==> src/hdl/pdm_pkg.sv <==
// Constants, register map and mode encoding of the power-down controller
package pdm_pkg;

  // Register byte addresses
  localparam logic [31:0] STANDBY_CONTROL_ADDR     = 32'hffc00004;
  localparam logic [31:0] STANDBY_CONTROL_TWO_ADDR = 32'hffc00010;
  localparam logic [31:0] CLOCK_STOP_SET_ADDR      = 32'hfe0a0000;
  localparam logic [31:0] CLOCK_STOP_RELEASE_ADDR  = 32'hfe0a0008;

  // Reset values
  localparam logic [7:0]  STANDBY_CONTROL_RST      = 8'h00;
  localparam logic [7:0]  STANDBY_CONTROL_TWO_RST  = 8'h00;
  localparam logic [31:0] CLOCK_STOP_SET_RST       = 32'h00000000;

  // Standby control field positions
  localparam int STANDBY_SELECT_BIT        = 7;
  localparam int PERIPH_PIN_HIZ_BIT        = 6;
  localparam int PERIPH_PIN_PULLUP_OFF_BIT = 5;
  localparam int DMA_CLOCK_STOP_BIT        = 4;
  localparam int SERIAL2_CLOCK_STOP_BIT    = 3;
  localparam int TIMER_CLOCK_STOP_BIT      = 2;
  localparam int RTC_CLOCK_STOP_BIT        = 1;
  localparam int SERIAL1_CLOCK_STOP_BIT    = 0;

  // Standby control two field positions
  localparam int DEEP_SLEEP_SELECT_BIT     = 7;
  localparam int STATUS_PIN_DRIVE_BIT      = 6;
  localparam int STORE_QUEUE_STOP_BIT      = 1;
  localparam int BREAK_CLOCK_STOP_BIT      = 0;
  localparam logic [7:0] STANDBY_CONTROL_TWO_MASK = 8'hc3;

  // Processor operating modes
  typedef enum logic [2:0] {
    st_reset,
    st_normal,
    st_sleep,
    st_deep_sleep,
    st_standby,
    st_hw_standby
  } mode_t;

endpackage

==> src/hdl/power_down_mode_control.sv <==
// Power-down mode controller with APB register slave
//
// Overview of operation
// - A sleep request with standby select and deep sleep clear enters sleep with peripherals running.
// - A sleep request with standby select set enters standby, halting clocks and self-refresh.
// - A sleep request with standby select clear and deep sleep set enters deep sleep, DMA off.
// - A low standby request pin forces hardware standby, left only by power-on reset.
// - Status pins show HH in reset, HL in sleep, LH in standby and LL in normal operation.
// - A set module-stop bit gates that peripheral's clock; clearing it or reset restores it.
// - The 8-bit standby control register resets to zero on power-on or watchdog reset.
// - With the pin high-impedance bit set, peripheral pins float during standby.
// - With the pull-up-off bit clear, peripheral pins in input or float state are pulled up outside hardware standby.
// - The real-time clock keeps counting in every standby mode while its start bit is set.
//
// Decided for this implementation: register access over APB.
`timescale 1ns/1ps
module power_down_mode_control
  import pdm_pkg::*;
(
  input  wire logic        pclk,
  input  wire logic        presetn,
  // APB slave
  input  wire logic        psel,
  input  wire logic        penable,
  input  wire logic        pwrite,
  input  wire logic [31:0] paddr,
  input  wire logic [31:0] pwdata,
  input  wire logic [3:0]  pstrb,
  output logic [31:0]      prdata,
  output logic             pready,
  output logic             pslverr,
  // Core and system events
  input  wire logic        sleep_req,
  input  wire logic        irq_accept,
  input  wire logic        wdt_overflow,
  input  wire logic        rtc_start,
  input  wire logic        hw_standby_req_n,
  // Processor state pins
  output logic             proc_state_hi,
  output logic             proc_state_hi_oe,
  output logic             proc_state_lo,
  output logic             proc_state_lo_oe,
  // Power and clock controls
  output logic             cpu_halt,
  output logic             clock_generator_stop,
  output logic             periph_halt,
  output logic             mem_self_refresh,
  output logic             pins_hiz,
  output logic             periph_pin_hiz_en,
  output logic             periph_pullup_en,
  output logic             dma_clk_en,
  output logic             serial2_clk_en,
  output logic             timer_clk_en,
  output logic             rtc_clk_en,
  output logic             serial1_clk_en,
  output logic             store_queue_clk_en,
  output logic             break_clk_en,
  output logic             rtc_count_en,
  output logic [31:0]      clock_stop_vec
);

  typedef struct packed {
    mode_t       mode;
    logic [7:0]  standby_control;
    logic [7:0]  standby_control_two;
    logic [31:0] clock_stop_set;
    logic [31:0] rdata;
  } pdm_state_t;

  pdm_state_t st_r;
  pdm_state_t st_nxt;
  logic       hw_req_n_sync;
  logic       setup_ph;
  logic       access_ph;
  logic       wr_en;
  logic       hit_sc;
  logic       hit_sc2;
  logic       hit_cs;
  logic       hit_cr;
  logic       mapped;
  logic       standby_select_sel;
  logic       deep_sel;
  logic       in_sleep_any;

  // Standby request pin crossing
  sync2 #(
    .RESET_VAL (1'b1)
  ) u_hw_req_sync (
    .pclk     (pclk),
    .presetn  (presetn),
    .async_in (hw_standby_req_n),
    .sync_out (hw_req_n_sync)
  );

  // APB decode
  assign setup_ph  = psel & ~penable;
  assign access_ph = psel & penable;
  assign hit_sc    = (paddr == STANDBY_CONTROL_ADDR);
  assign hit_sc2   = (paddr == STANDBY_CONTROL_TWO_ADDR);
  assign hit_cs    = (paddr == CLOCK_STOP_SET_ADDR);
  assign hit_cr    = (paddr == CLOCK_STOP_RELEASE_ADDR);
  assign mapped    = hit_sc | hit_sc2 | hit_cs | hit_cr;
  assign wr_en     = access_ph & pwrite & mapped;
  assign pready    = access_ph;
  assign pslverr   = access_ph & ~mapped;
  assign prdata    = st_r.rdata;

  // Mode selection bits
  assign standby_select_sel     = st_r.standby_control[STANDBY_SELECT_BIT];
  assign deep_sel     = st_r.standby_control_two[DEEP_SLEEP_SELECT_BIT];
  assign in_sleep_any = (st_r.mode == st_sleep) | (st_r.mode == st_deep_sleep)
                      | (st_r.mode == st_standby);

  // Next state: mode sequencer and register writes
  always_comb begin
    st_nxt = st_r;
    // Read data captured in the setup phase
    if (setup_ph && !pwrite) begin
      st_nxt.rdata = 32'h00000000;
      if (hit_sc) begin
        st_nxt.rdata = {24'h000000, st_r.standby_control};
      end else if (hit_sc2) begin
        st_nxt.rdata = {24'h000000, st_r.standby_control_two};
      end else if (hit_cs) begin
        st_nxt.rdata = st_r.clock_stop_set;
      end
    end
    // Register writes at the access edge
    if (wr_en && pstrb[0] && hit_sc) begin
      st_nxt.standby_control = pwdata[7:0];
    end
    if (wr_en && pstrb[0] && hit_sc2) begin
      st_nxt.standby_control_two = pwdata[7:0] & STANDBY_CONTROL_TWO_MASK;
    end
    if (wr_en && hit_cs) begin
      for (int i = 0; i < 4; i++) begin
        if (pstrb[i]) begin
          st_nxt.clock_stop_set[i*8 +: 8] = st_r.clock_stop_set[i*8 +: 8] | pwdata[i*8 +: 8];
        end
      end
    end
    if (wr_en && hit_cr) begin
      for (int i = 0; i < 4; i++) begin
        if (pstrb[i]) begin
          st_nxt.clock_stop_set[i*8 +: 8] = st_r.clock_stop_set[i*8 +: 8] & ~pwdata[i*8 +: 8];
        end
      end
    end
    // Mode sequencing
    unique case (st_r.mode)
      st_reset: begin
        st_nxt.mode = st_normal;
      end
      st_normal: begin
        if (sleep_req) begin
          if (standby_select_sel) begin
            st_nxt.mode = st_standby;
          end else if (deep_sel) begin
            st_nxt.mode = st_deep_sleep;
          end else begin
            st_nxt.mode = st_sleep;
          end
        end
      end
      st_sleep, st_deep_sleep, st_standby: begin
        if (irq_accept) begin
          st_nxt.mode = st_normal;
        end
      end
      st_hw_standby: begin
        st_nxt.mode = st_hw_standby;
      end
      default: begin
        st_nxt.mode = st_reset;
      end
    endcase
    // Watchdog reset clears registers and leaves soft modes
    if (wdt_overflow && st_r.mode != st_hw_standby) begin
      st_nxt.mode                = st_reset;
      st_nxt.standby_control     = STANDBY_CONTROL_RST;
      st_nxt.standby_control_two = STANDBY_CONTROL_TWO_RST;
      st_nxt.clock_stop_set      = CLOCK_STOP_SET_RST;
    end
    // Standby request pin overrides all
    if (!hw_req_n_sync) begin
      st_nxt.mode = st_hw_standby;
    end
  end

  // State register
  always_ff @(posedge pclk or negedge presetn) begin
    if (!presetn) begin
      st_r.mode                <= st_reset;
      st_r.standby_control     <= STANDBY_CONTROL_RST;
      st_r.standby_control_two <= STANDBY_CONTROL_TWO_RST;
      st_r.clock_stop_set      <= CLOCK_STOP_SET_RST;
      st_r.rdata               <= 32'h00000000;
    end else begin
      st_r <= st_nxt;
    end
  end

  // Processor state pins
  always_comb begin
    proc_state_hi    = 1'b0;
    proc_state_lo    = 1'b0;
    proc_state_hi_oe = 1'b1;
    proc_state_lo_oe = 1'b1;
    unique case (st_r.mode)
      st_reset: begin
        proc_state_hi = 1'b1;
        proc_state_lo = 1'b1;
      end
      st_normal: begin
        proc_state_hi = 1'b0;
        proc_state_lo = 1'b0;
      end
      st_sleep, st_deep_sleep: begin
        proc_state_hi = 1'b1;
        proc_state_lo = 1'b0;
      end
      st_standby: begin
        proc_state_hi = 1'b0;
        proc_state_lo = 1'b1;
      end
      st_hw_standby: begin
        proc_state_hi    = 1'b0;
        proc_state_lo    = 1'b1;
        proc_state_hi_oe = st_r.standby_control_two[STATUS_PIN_DRIVE_BIT];
        proc_state_lo_oe = st_r.standby_control_two[STATUS_PIN_DRIVE_BIT];
      end
      default: begin
        proc_state_hi = 1'b1;
        proc_state_lo = 1'b1;
      end
    endcase
  end

  // Core, clock generator and memory controls
  assign cpu_halt             = in_sleep_any | (st_r.mode == st_hw_standby);
  assign clock_generator_stop = (st_r.mode == st_standby) | (st_r.mode == st_hw_standby);
  assign periph_halt          = clock_generator_stop;
  assign mem_self_refresh     = (st_r.mode == st_deep_sleep) | (st_r.mode == st_standby);
  assign pins_hiz             = (st_r.mode == st_hw_standby);

  // Peripheral pin float and pull-up controls
  assign periph_pin_hiz_en = st_r.standby_control[PERIPH_PIN_HIZ_BIT]
                           & (st_r.mode == st_standby);
  assign periph_pullup_en  = ~st_r.standby_control[PERIPH_PIN_PULLUP_OFF_BIT]
                           & ~pins_hiz;

  // Module clock gating
  assign dma_clk_en = ~st_r.standby_control[DMA_CLOCK_STOP_BIT] & ~periph_halt
                    & (st_r.mode != st_deep_sleep);
  assign serial2_clk_en     = ~st_r.standby_control[SERIAL2_CLOCK_STOP_BIT] & ~periph_halt;
  assign timer_clk_en       = ~st_r.standby_control[TIMER_CLOCK_STOP_BIT] & ~periph_halt;
  assign rtc_clk_en         = ~st_r.standby_control[RTC_CLOCK_STOP_BIT] & ~periph_halt;
  assign serial1_clk_en     = ~st_r.standby_control[SERIAL1_CLOCK_STOP_BIT] & ~periph_halt;
  assign store_queue_clk_en = ~st_r.standby_control_two[STORE_QUEUE_STOP_BIT] & ~periph_halt;
  assign break_clk_en       = ~st_r.standby_control_two[BREAK_CLOCK_STOP_BIT] & ~periph_halt;
  assign clock_stop_vec     = st_r.clock_stop_set;

  // Real-time clock counting stays on its own start bit
  assign rtc_count_en = rtc_start;

  // Sleep entry
  sleep_entry_a: assert property (@(posedge pclk) disable iff (!presetn)
    (st_r.mode == st_normal) && sleep_req && !standby_select_sel && !deep_sel
      && !wdt_overflow && hw_req_n_sync |=> (st_r.mode == st_sleep) && cpu_halt
      && !clock_generator_stop && !mem_self_refresh)
    else $error("sleep entry wrong");

  // Standby entry
  standby_entry_a: assert property (@(posedge pclk) disable iff (!presetn)
    (st_r.mode == st_normal) && sleep_req && standby_select_sel && !wdt_overflow && hw_req_n_sync
      |=> clock_generator_stop && mem_self_refresh && !proc_state_hi && proc_state_lo)
    else $error("standby entry wrong");

  // Deep sleep entry
  deep_entry_a: assert property (@(posedge pclk) disable iff (!presetn)
    (st_r.mode == st_normal) && sleep_req && !standby_select_sel && deep_sel
      && !wdt_overflow && hw_req_n_sync |=> !dma_clk_en && mem_self_refresh && cpu_halt)
    else $error("deep sleep entry wrong");

  // Wake on interrupt
  irq_wake_a: assert property (@(posedge pclk) disable iff (!presetn)
    in_sleep_any && irq_accept && !wdt_overflow && hw_req_n_sync
      |=> (st_r.mode == st_normal) && !cpu_halt && !proc_state_hi && !proc_state_lo)
    else $error("interrupt did not wake core");

  // Hardware standby entry and hold
  hw_standby_hold_a: assert property (@(posedge pclk) disable iff (!presetn)
    !hw_standby_req_n ##1 !hw_standby_req_n ##1 !hw_standby_req_n
      |=> pins_hiz ##1 pins_hiz [*3])
    else $error("hardware standby not held");

  // Status pins in reset after watchdog
  reset_status_a: assert property (@(posedge pclk) disable iff (!presetn)
    wdt_overflow && hw_req_n_sync && (st_r.mode != st_hw_standby)
      |=> proc_state_hi && proc_state_lo ##1 (st_r.mode == st_normal) || !hw_req_n_sync)
    else $error("status pins not HH in reset");

  // DMA clock stop bit
  dma_stop_a: assert property (@(posedge pclk) disable iff (!presetn)
    st_r.standby_control[DMA_CLOCK_STOP_BIT] |-> !dma_clk_en)
    else $error("dma clock not gated");

  // Watchdog clears standby control
  wdt_clear_a: assert property (@(posedge pclk) disable iff (!presetn)
    wdt_overflow && (st_r.mode != st_hw_standby) |=> (st_r.standby_control == STANDBY_CONTROL_RST))
    else $error("standby control not cleared");

  // Peripheral pin float in standby
  periph_hiz_a: assert property (@(posedge pclk) disable iff (!presetn)
    periph_pin_hiz_en |-> (st_r.mode == st_standby)
      && st_r.standby_control[PERIPH_PIN_HIZ_BIT])
    else $error("peripheral pins floated outside standby");

  // Pull-up control
  pullup_ctl_a: assert property (@(posedge pclk) disable iff (!presetn)
    !st_r.standby_control[PERIPH_PIN_PULLUP_OFF_BIT] && !pins_hiz |-> periph_pullup_en)
    else $error("pull-ups not enabled");

  // Real-time clock counting
  rtc_count_a: assert property (@(posedge pclk) disable iff (!presetn)
    rtc_start && (clock_generator_stop || pins_hiz) |-> rtc_count_en)
    else $error("rtc stopped in standby");

  // Status pins in normal operation
  normal_status_a: assert property (@(posedge pclk) disable iff (!presetn)
    (st_r.mode == st_normal) |-> !proc_state_hi && !proc_state_lo
      && proc_state_hi_oe && proc_state_lo_oe)
    else $error("status pins not LL in normal operation");

  // DMA clock back once its stop bit clears
  dma_restore_a: assert property (@(posedge pclk) disable iff (!presetn)
    $fell(st_r.standby_control[DMA_CLOCK_STOP_BIT]) && (st_r.mode == st_normal)
      |-> dma_clk_en)
    else $error("dma clock not restored");

  // Hardware standby is never left while running
  hw_stay_a: assert property (@(posedge pclk) disable iff (!presetn)
    (st_r.mode == st_hw_standby) |=> (st_r.mode == st_hw_standby) && pins_hiz)
    else $error("hardware standby left without reset");

  // Peripheral pins float whenever standby asks for it
  hiz_on_a: assert property (@(posedge pclk) disable iff (!presetn)
    (st_r.mode == st_standby) && st_r.standby_control[PERIPH_PIN_HIZ_BIT]
      |-> periph_pin_hiz_en)
    else $error("peripheral pins not floated in standby");

  // Status pin drive in hardware standby
  status_drive_a: assert property (@(posedge pclk) disable iff (!presetn)
    (st_r.mode == st_hw_standby) |-> !proc_state_hi && proc_state_lo
      && (proc_state_hi_oe == st_r.standby_control_two[STATUS_PIN_DRIVE_BIT])
      && (proc_state_lo_oe == st_r.standby_control_two[STATUS_PIN_DRIVE_BIT]))
    else $error("status pin drive wrong in hardware standby");

endmodule

==> src/hdl/sync2.sv <==
// Two-flop synchroniser for an asynchronous level input
`timescale 1ns/1ps
module sync2
  import pdm_pkg::*;
#(
  parameter logic RESET_VAL = 1'b1
) (
  input  wire logic pclk,
  input  wire logic presetn,
  input  wire logic async_in,
  output logic      sync_out
);

  typedef struct packed {
    logic stage1;
    logic stage2;
  } sync_state_t;

  sync_state_t st_r;
  sync_state_t st_nxt;

  // Shift the pin through two stages
  always_comb begin
    st_nxt        = st_r;
    st_nxt.stage1 = async_in;
    st_nxt.stage2 = st_r.stage1;
  end

  // State register
  always_ff @(posedge pclk or negedge presetn) begin
    if (!presetn) begin
      st_r <= {RESET_VAL, RESET_VAL};
    end else begin
      st_r <= st_nxt;
    end
  end

  assign sync_out = st_r.stage2;

endmodule

==> config.mk <==
export PLATFORM = sky130hd
export DESIGN_NAME = power_down_mode_control
export DESIGN_NICKNAME = d
export VERILOG_FILES = /design/src/hdl/pdm_pkg.sv /design/src/hdl/power_down_mode_control.sv /design/src/hdl/sync2.sv
export SDC_FILE = /design/constraint.sdc
export NUM_CORES = 1
export LEC_CHECK = 0
export BUFFER_PORTS_ARGS = -buffer_cell sky130_fd_sc_hd__buf_2
export CAP_MARGIN = 25
export CORE_AREA = 2 2 143 103
export DETAILED_ROUTE_END_ITERATION = 8
export DIE_AREA = 0 0 145 105
export PLACE_DENSITY = 0.69
export SYNTH_ARGS = -nofsm -noshare
export SYNTH_HDL_FRONTEND = slang
export SYNTH_SLANG_ARGS = --single-unit
==> constraint.sdc <==
create_clock -name pclk -period 2.3 [get_ports pclk]
set_input_delay 0.115 -clock pclk [delete_from_list [all_inputs] [get_ports pclk]]
set_output_delay 0.115 -clock pclk [all_outputs]
set_load 0.05 [all_outputs]
* Yosys cells after proc, flatten, opt, wreduce, memory -nomap -nowiden
Cells that the tools add are included.
Word-level totals: input port bits 78, flip-flop bits (word level) 85, output and inout port bits 85
Cells by class: equality and inequality tests 13, mux-type cells 25, bitwise operators 47, reduce and logical (&&, ||, !) cells 15
Operators by type and width (number):
- $mux W32 | 5
- $eq A32 B32 Y1 const B | 4
- $mux W8 | 10
- $mux W51 | 1
- $and A8 B8 Y8 | 4
- $not A8 Y8 | 4
- $or A8 B8 Y8 | 4
- $and A1 B1 Y1 | 15
- $mux W3 | 4
- $not A1 Y1 | 12
- $pmux W3 S4 | 1
- $reduce_or A3 Y1 | 3
- $ne A4 B4 Y1 const B | 2
- $or A1 B1 Y1 | 8
- $logic_and A1 B1 Y1 | 7
- $eq A3 B2 Y1 const B | 2
- $eq A3 B3 Y1 const B | 2
- $mux W1 | 4
- $reduce_bool A2 Y1 | 2
- $eq A3 B1 Y1 const B | 1
- $logic_not A3 Y1 | 1
- $ne A3 B2 Y1 const B | 1
- $ne A3 B3 Y1 const B | 1
- $reduce_and A2 Y1 | 1
- $logic_not A1 Y1 | 1

* Longest topological paths before layout
depth in word-level cells 11, depth in mapped cells 7

* Hierarchy
Synthesis repeated with hierarchy kept, for this count alone.
Unflattened totals: cell total of the unflattened synthesis 471, area total of the unflattened synthesis 4394.2 sq um
By module, submodules not included:
- power_down_mode_control | cells each 469, times used 1, area an instance 4341.7 sq um
- sync2 | cells each 2, times used 1, area an instance 52.6 sq um

* Worst setup path before layout
Ideal clock, no wire load.
kind reg-to-output, start point register st_r[82] (netlist bit), end point output dma_clk_en, arrival 2.276 ns, setup slack -0.091 ns, cell stages (with the launch flop) 5, cell sequence dfrtp_1 > clkbuf_1 > nor2b_1 > clkbuf_1 > nor3_1
Between the ends: cells in the longest elaborated chain, start to end 5, elaborated cells on any way between the ends 7, classes of those cells 3 x eq/ne; 4 x bitwise
Ends and longest elaborated chain:
- from (decl) | line power_down_mode_control.sv:70 | pdm_state_t st_r;
- from (signal assigned) | line power_down_mode_control.sv:199 | st_r <= st_nxt;
- $eq A3 B3 Y1 | line power_down_mode_control.sv:241 | assign clock_generator_stop = (st_r.mode == st_standby) | (st_r.mode == st_hw_standby);
- $or A1 B1 Y1 (*) | line power_down_mode_control.sv:241
- net clock_generator_stop | line power_down_mode_control.sv:45 | output logic clock_generator_stop,
- $not A1 Y1 (*) | line power_down_mode_control.sv:253 | assign dma_clk_en = ~st_r.standby_control[DMA_CLOCK_STOP_BIT] & ~periph_halt
- $and A1 B1 Y1 (*) | line power_down_mode_control.sv:253
- $and A1 B1 Y1 (*) | line power_down_mode_control.sv:254 | & (st_r.mode != st_deep_sleep);
- to (decl) | line power_down_mode_control.sv:51 | output logic dma_clk_en,
Mark *: on every way through the listed nets, which the timed path passes. The rest lies on a longest branch.

* Worst setup path in the final report
start point register st_r[82] (netlist bit), end point output periph_pin_hiz_en
Between the ends: cells in the longest elaborated chain, start to end 2
Ends and longest elaborated chain:
- $eq A3 B3 Y1 | line power_down_mode_control.sv:248 | & (st_r.mode == st_standby);
- $and A1 B1 Y1 | line power_down_mode_control.sv:248
- to (decl) | line power_down_mode_control.sv:49 | output logic periph_pin_hiz_en,
No other way between the ends.

==> reports/qor_table.md <==
| Result | Reported | Unit |
| --- | --- | --- |
| Post-layout minimum cycle time | 1880 | ps |
| Drt first pass iters | 5 | - |
| Max_cap viols | 0 | - |
| Synth area leaders | dfrtp_1 42%, buf_4 11%, a41oi_1 6.6% | - |
| Wire length of the first global-routing pass | 23.6 | mm |
| Via count of the first global-routing pass | 4365 | - |
| Clock transition time at the flip-flop clock pins of the worst setup and hold paths | 70 | ps |
| Count of final hold-check violations | 0 | - |
| Count of standard-cell rows | 36 | - |
| Worst slew margin relative to its limit | 0.579 | - |
| Min setup slack post-route | 422 | ps |
| Core area | 0.0137 | mm² |
| Sequential share of the synthesized area | 0.427 | - |
| Post-CTS setup buffer count | 0 | - |
| Path class of the lowest-slack min-delay path | input port to flip-flop | - |
| Placement Setup Slack | 318 | ps |
| Non-Filler Cell Area, Final | 0.00567 | mm² |
| Total global-route track usage | 0.193 | - |
| Final instance count without filler cells | 776 | - |
| Initial detailed-routing violation count | 319 | - |
| Starting Density | 0.346 | - |
| Wire length per cell after detailed routing | 18.9 | µm |
| Share of synthesized area spent on multiplexers | 0.0253 | - |
| Count of buffers from port buffering | 160 | - |
| Number of distinct library cells after synthesis | 42 | - |
| Clock latency on the worst-skew pair | 340 | ps |
| Final count of pins violating max slew | 0 | - |
| DPL Wire Length | 10.8 | mm |
| Maximum level of the CTS H-tree | 3 | - |
| Pin count of the biggest net entering global routing | 47 | - |
| Clk sink count | 81 | - |
| Leading cell type in the layout, fill and taps excluded | buf_2 | - |
| Largest fanout on the critical path | 11 | - |
| Number of nets with antenna violations after detailed routing | 0 | - |
| Clock tree from TritonCTS | built | - |
| RD Place Congestion | 0.866 | - |
| Number of buffers added to fix hold violations after cts | 12 | - |
| Inserted Diodes | 0 | - |
| Leak pwr | 2.78 | nW |
| Unrepaired setup endpoints after global routing | false | - |
| Post-synthesis cell type with the largest combined area | dfrtp_1 | - |
| Final Skew | 11.1 | ps |
| Top library cells by usage in the layout, fill and taps aside | 159 x buf_2, 79 x dfrtp_1, 53 x nand2_1 | - |
| Setup Viol. Count Final | 0 | - |
| Mapped Area | 0.00475 | mm² |
| Setup TNS | 0 | ps |
| Mean area per synthesized cell | 9.58 | µm² |
| FF+latch count, synth | 81 | - |
| Number of cells upsized or downsized after cts | 0 | - |
| Residual DRC | 0 | - |
| Adder-cell share of the synthesized area | 0 | - |
| Avg Vias per Cell | 5.68 | - |
| Clock buffers created by TritonCTS | 9 | - |
| Routed wire length | 14.7 | mm |
| Path type of the worst setup path | flip-flop to output port | - |
| Yosys Warn Count | 0 | - |
| Nets | 659 | - |
| DIE AREA | 0.0152 | mm² |
| Main combinational cell family by area after synthesis | simple AND/OR/NAND/NOR gates | - |
| Critical path required time | 2180 | ps |
| Die span in x | 145 | µm |
| Xor/xnor cell area share of the yosys netlist | 0.00184 | - |
| Crit path launch type | flip-flop | - |
| Critical Path AT | 1760 | ps |
| Gate Count Post-Synth | 496 | - |
| Grt ovf | 0 | - |
| Area fraction of the dominant cell type after synthesis | 0.416 | - |
| I/O pin count | 163 | - |
| Count of placed standard cells including taps | 748 | - |
| Compound-Gate Fraction of Synth Area | 0.192 | - |
| Power density relative to cell area | 555 | mW/mm² |
| Share of the cycle needed by the critical path after routing | 0.817 | - |
| Status | finished, final reports clean | - |
| Placed Instance Area | 0.00525 | mm² |
| Post-Syn Nets | 574 | - |
| Die outline height | 105 | µm |
| Maximum clock insertion buffer count | 2 | - |
| Routed via count | 4404 | - |
| CTS Root Buffer Type | clkbuf_16 | - |
| Slew at the pin closest to its max-slew limit | 631 | ps |
| Proportion of layout cells with a drive suffix above 1 | 0.353 | - |
| Capturing element type of the critical path | output port | - |
| Highest clock frequency the design can meet | 0.532 | GHz |
| Number of antenna violations at the first check in global routing | 0 | - |
| Synth Area in Simple Gates | 0.194 | - |
| Largest voltage drop on the vdd net | 304 | µV |
| Area growth from synthesis to layout | 19.4 | % |
==> flip-flops by register name, summed over array words and instances (netlist names) <==
name and cells:
st_r 14, deep_sel 1, prdata 32, u_hw_req_sync.sync_out 1, clock_stop_vec 32, u_hw_req_sync.st_nxt 1
==> stage by stage <==
| stage | util | hold slack [ps] | power (mW) |
|---|---|---|---|
| finish | 0.413 | 8.82 | 3.15 |
| global route | 0.413 | 6.50 | 3.26 |
| CTS | 0.413 | 1.43 | 3.18 |
| detailed placement | 0.382 | 167 | 1.68 |
| global placement | 0.382 | 158 | 1.67 |
| floorplan | - | -181 | 1.54 |
==> path summary, 6_finish.rpt <==
check                                        startpoint                 endpoint  slack, ps  depth (start not counted)
worst max-delay path                           st_r[82]        periph_pin_hiz_en        420                          4
worst min-delay path                         pwdata[27]       clock_stop_vec[27]          9                          2
worst max register to register                 st_r[81]                 st_r[73]        530                          4
worst min register to register  u_hw_req_sync.st_nxt[0]   u_hw_req_sync.sync_out        360                          0
max in group asynchronous                       presetn  u_hw_req_sync.st_nxt[0]       1270                          3
min in group asynchronous                       presetn       clock_stop_vec[27]        350                          2
==> cells in the mapped netlist (all sizes together) <==
library cell and number:
a21oi 3, and4b 1, inv 7, a21o 2, nand3b 1, nor2 12, and4bb 1, and4 4
nand4b 1, or2 2, dfstp 2, nor4b 2, xor2 1, o211ai 5, nand3 6, nor3 29
a22oi 1, o21bai 1, buf 81, dfrtp 79, and3 11, nor2b 2, and3b 1, o21ai 3
o211a 1, a22o 24, and2 12, nand4 16, nand4bb 1, a41oi 36, nor3b 9, nor4 4
a311oi 32, nand2 53, or3b 1, clkbuf 37, mux2i 12
==> layer usage <==
metal | vias to the layer above | part of all wire | global-route usage
met5 | - | 0 | 0
met4 | 0 | 0.013 | 0.0474
met3 | 13 | 0.085 | 0.0546
met2 | 247 | 0.46 | 0.313
met1 | 2169 | 0.44 | 0.254
li1 | 1975 | - | -
==> cells by family after synthesis <==
group	after synthesis
DFF	81
muxes	12
AOI/OAI and AO/OA	108
buffers and inverters	125
xor gates and xnor gates	1
and+or+nand+nor	169
==> power breakdown <==
group | switching [mW] | internal [mW] | leakage (nW)
logic | 0.149 | 0.0909 | 1.51
clock network | 0.604 | 0.873 | 0.149
registers | 0.00110 | 1.43 | 1.11
total | 0.754 | 2.39 | 2.78
==> cell type report <==
type                    instances  area, µm²
flip-flops and latches         81       2030
inverters                       7       26.3
clock inverters                 6       65.1
well taps                     190        238
repair buffers                192       1100
clock buffers                  10        239
multi-input cells             290       1970
fillers                      1379       8070
==> critical path, cell delays in order (launching register included) <==
cell     delay, ps
dfrtp_1        530
nor2b_1        270
buf_4          170
and3_1         180
buf_2          270
No activity file was read; power rests on OpenSTA's default activity.
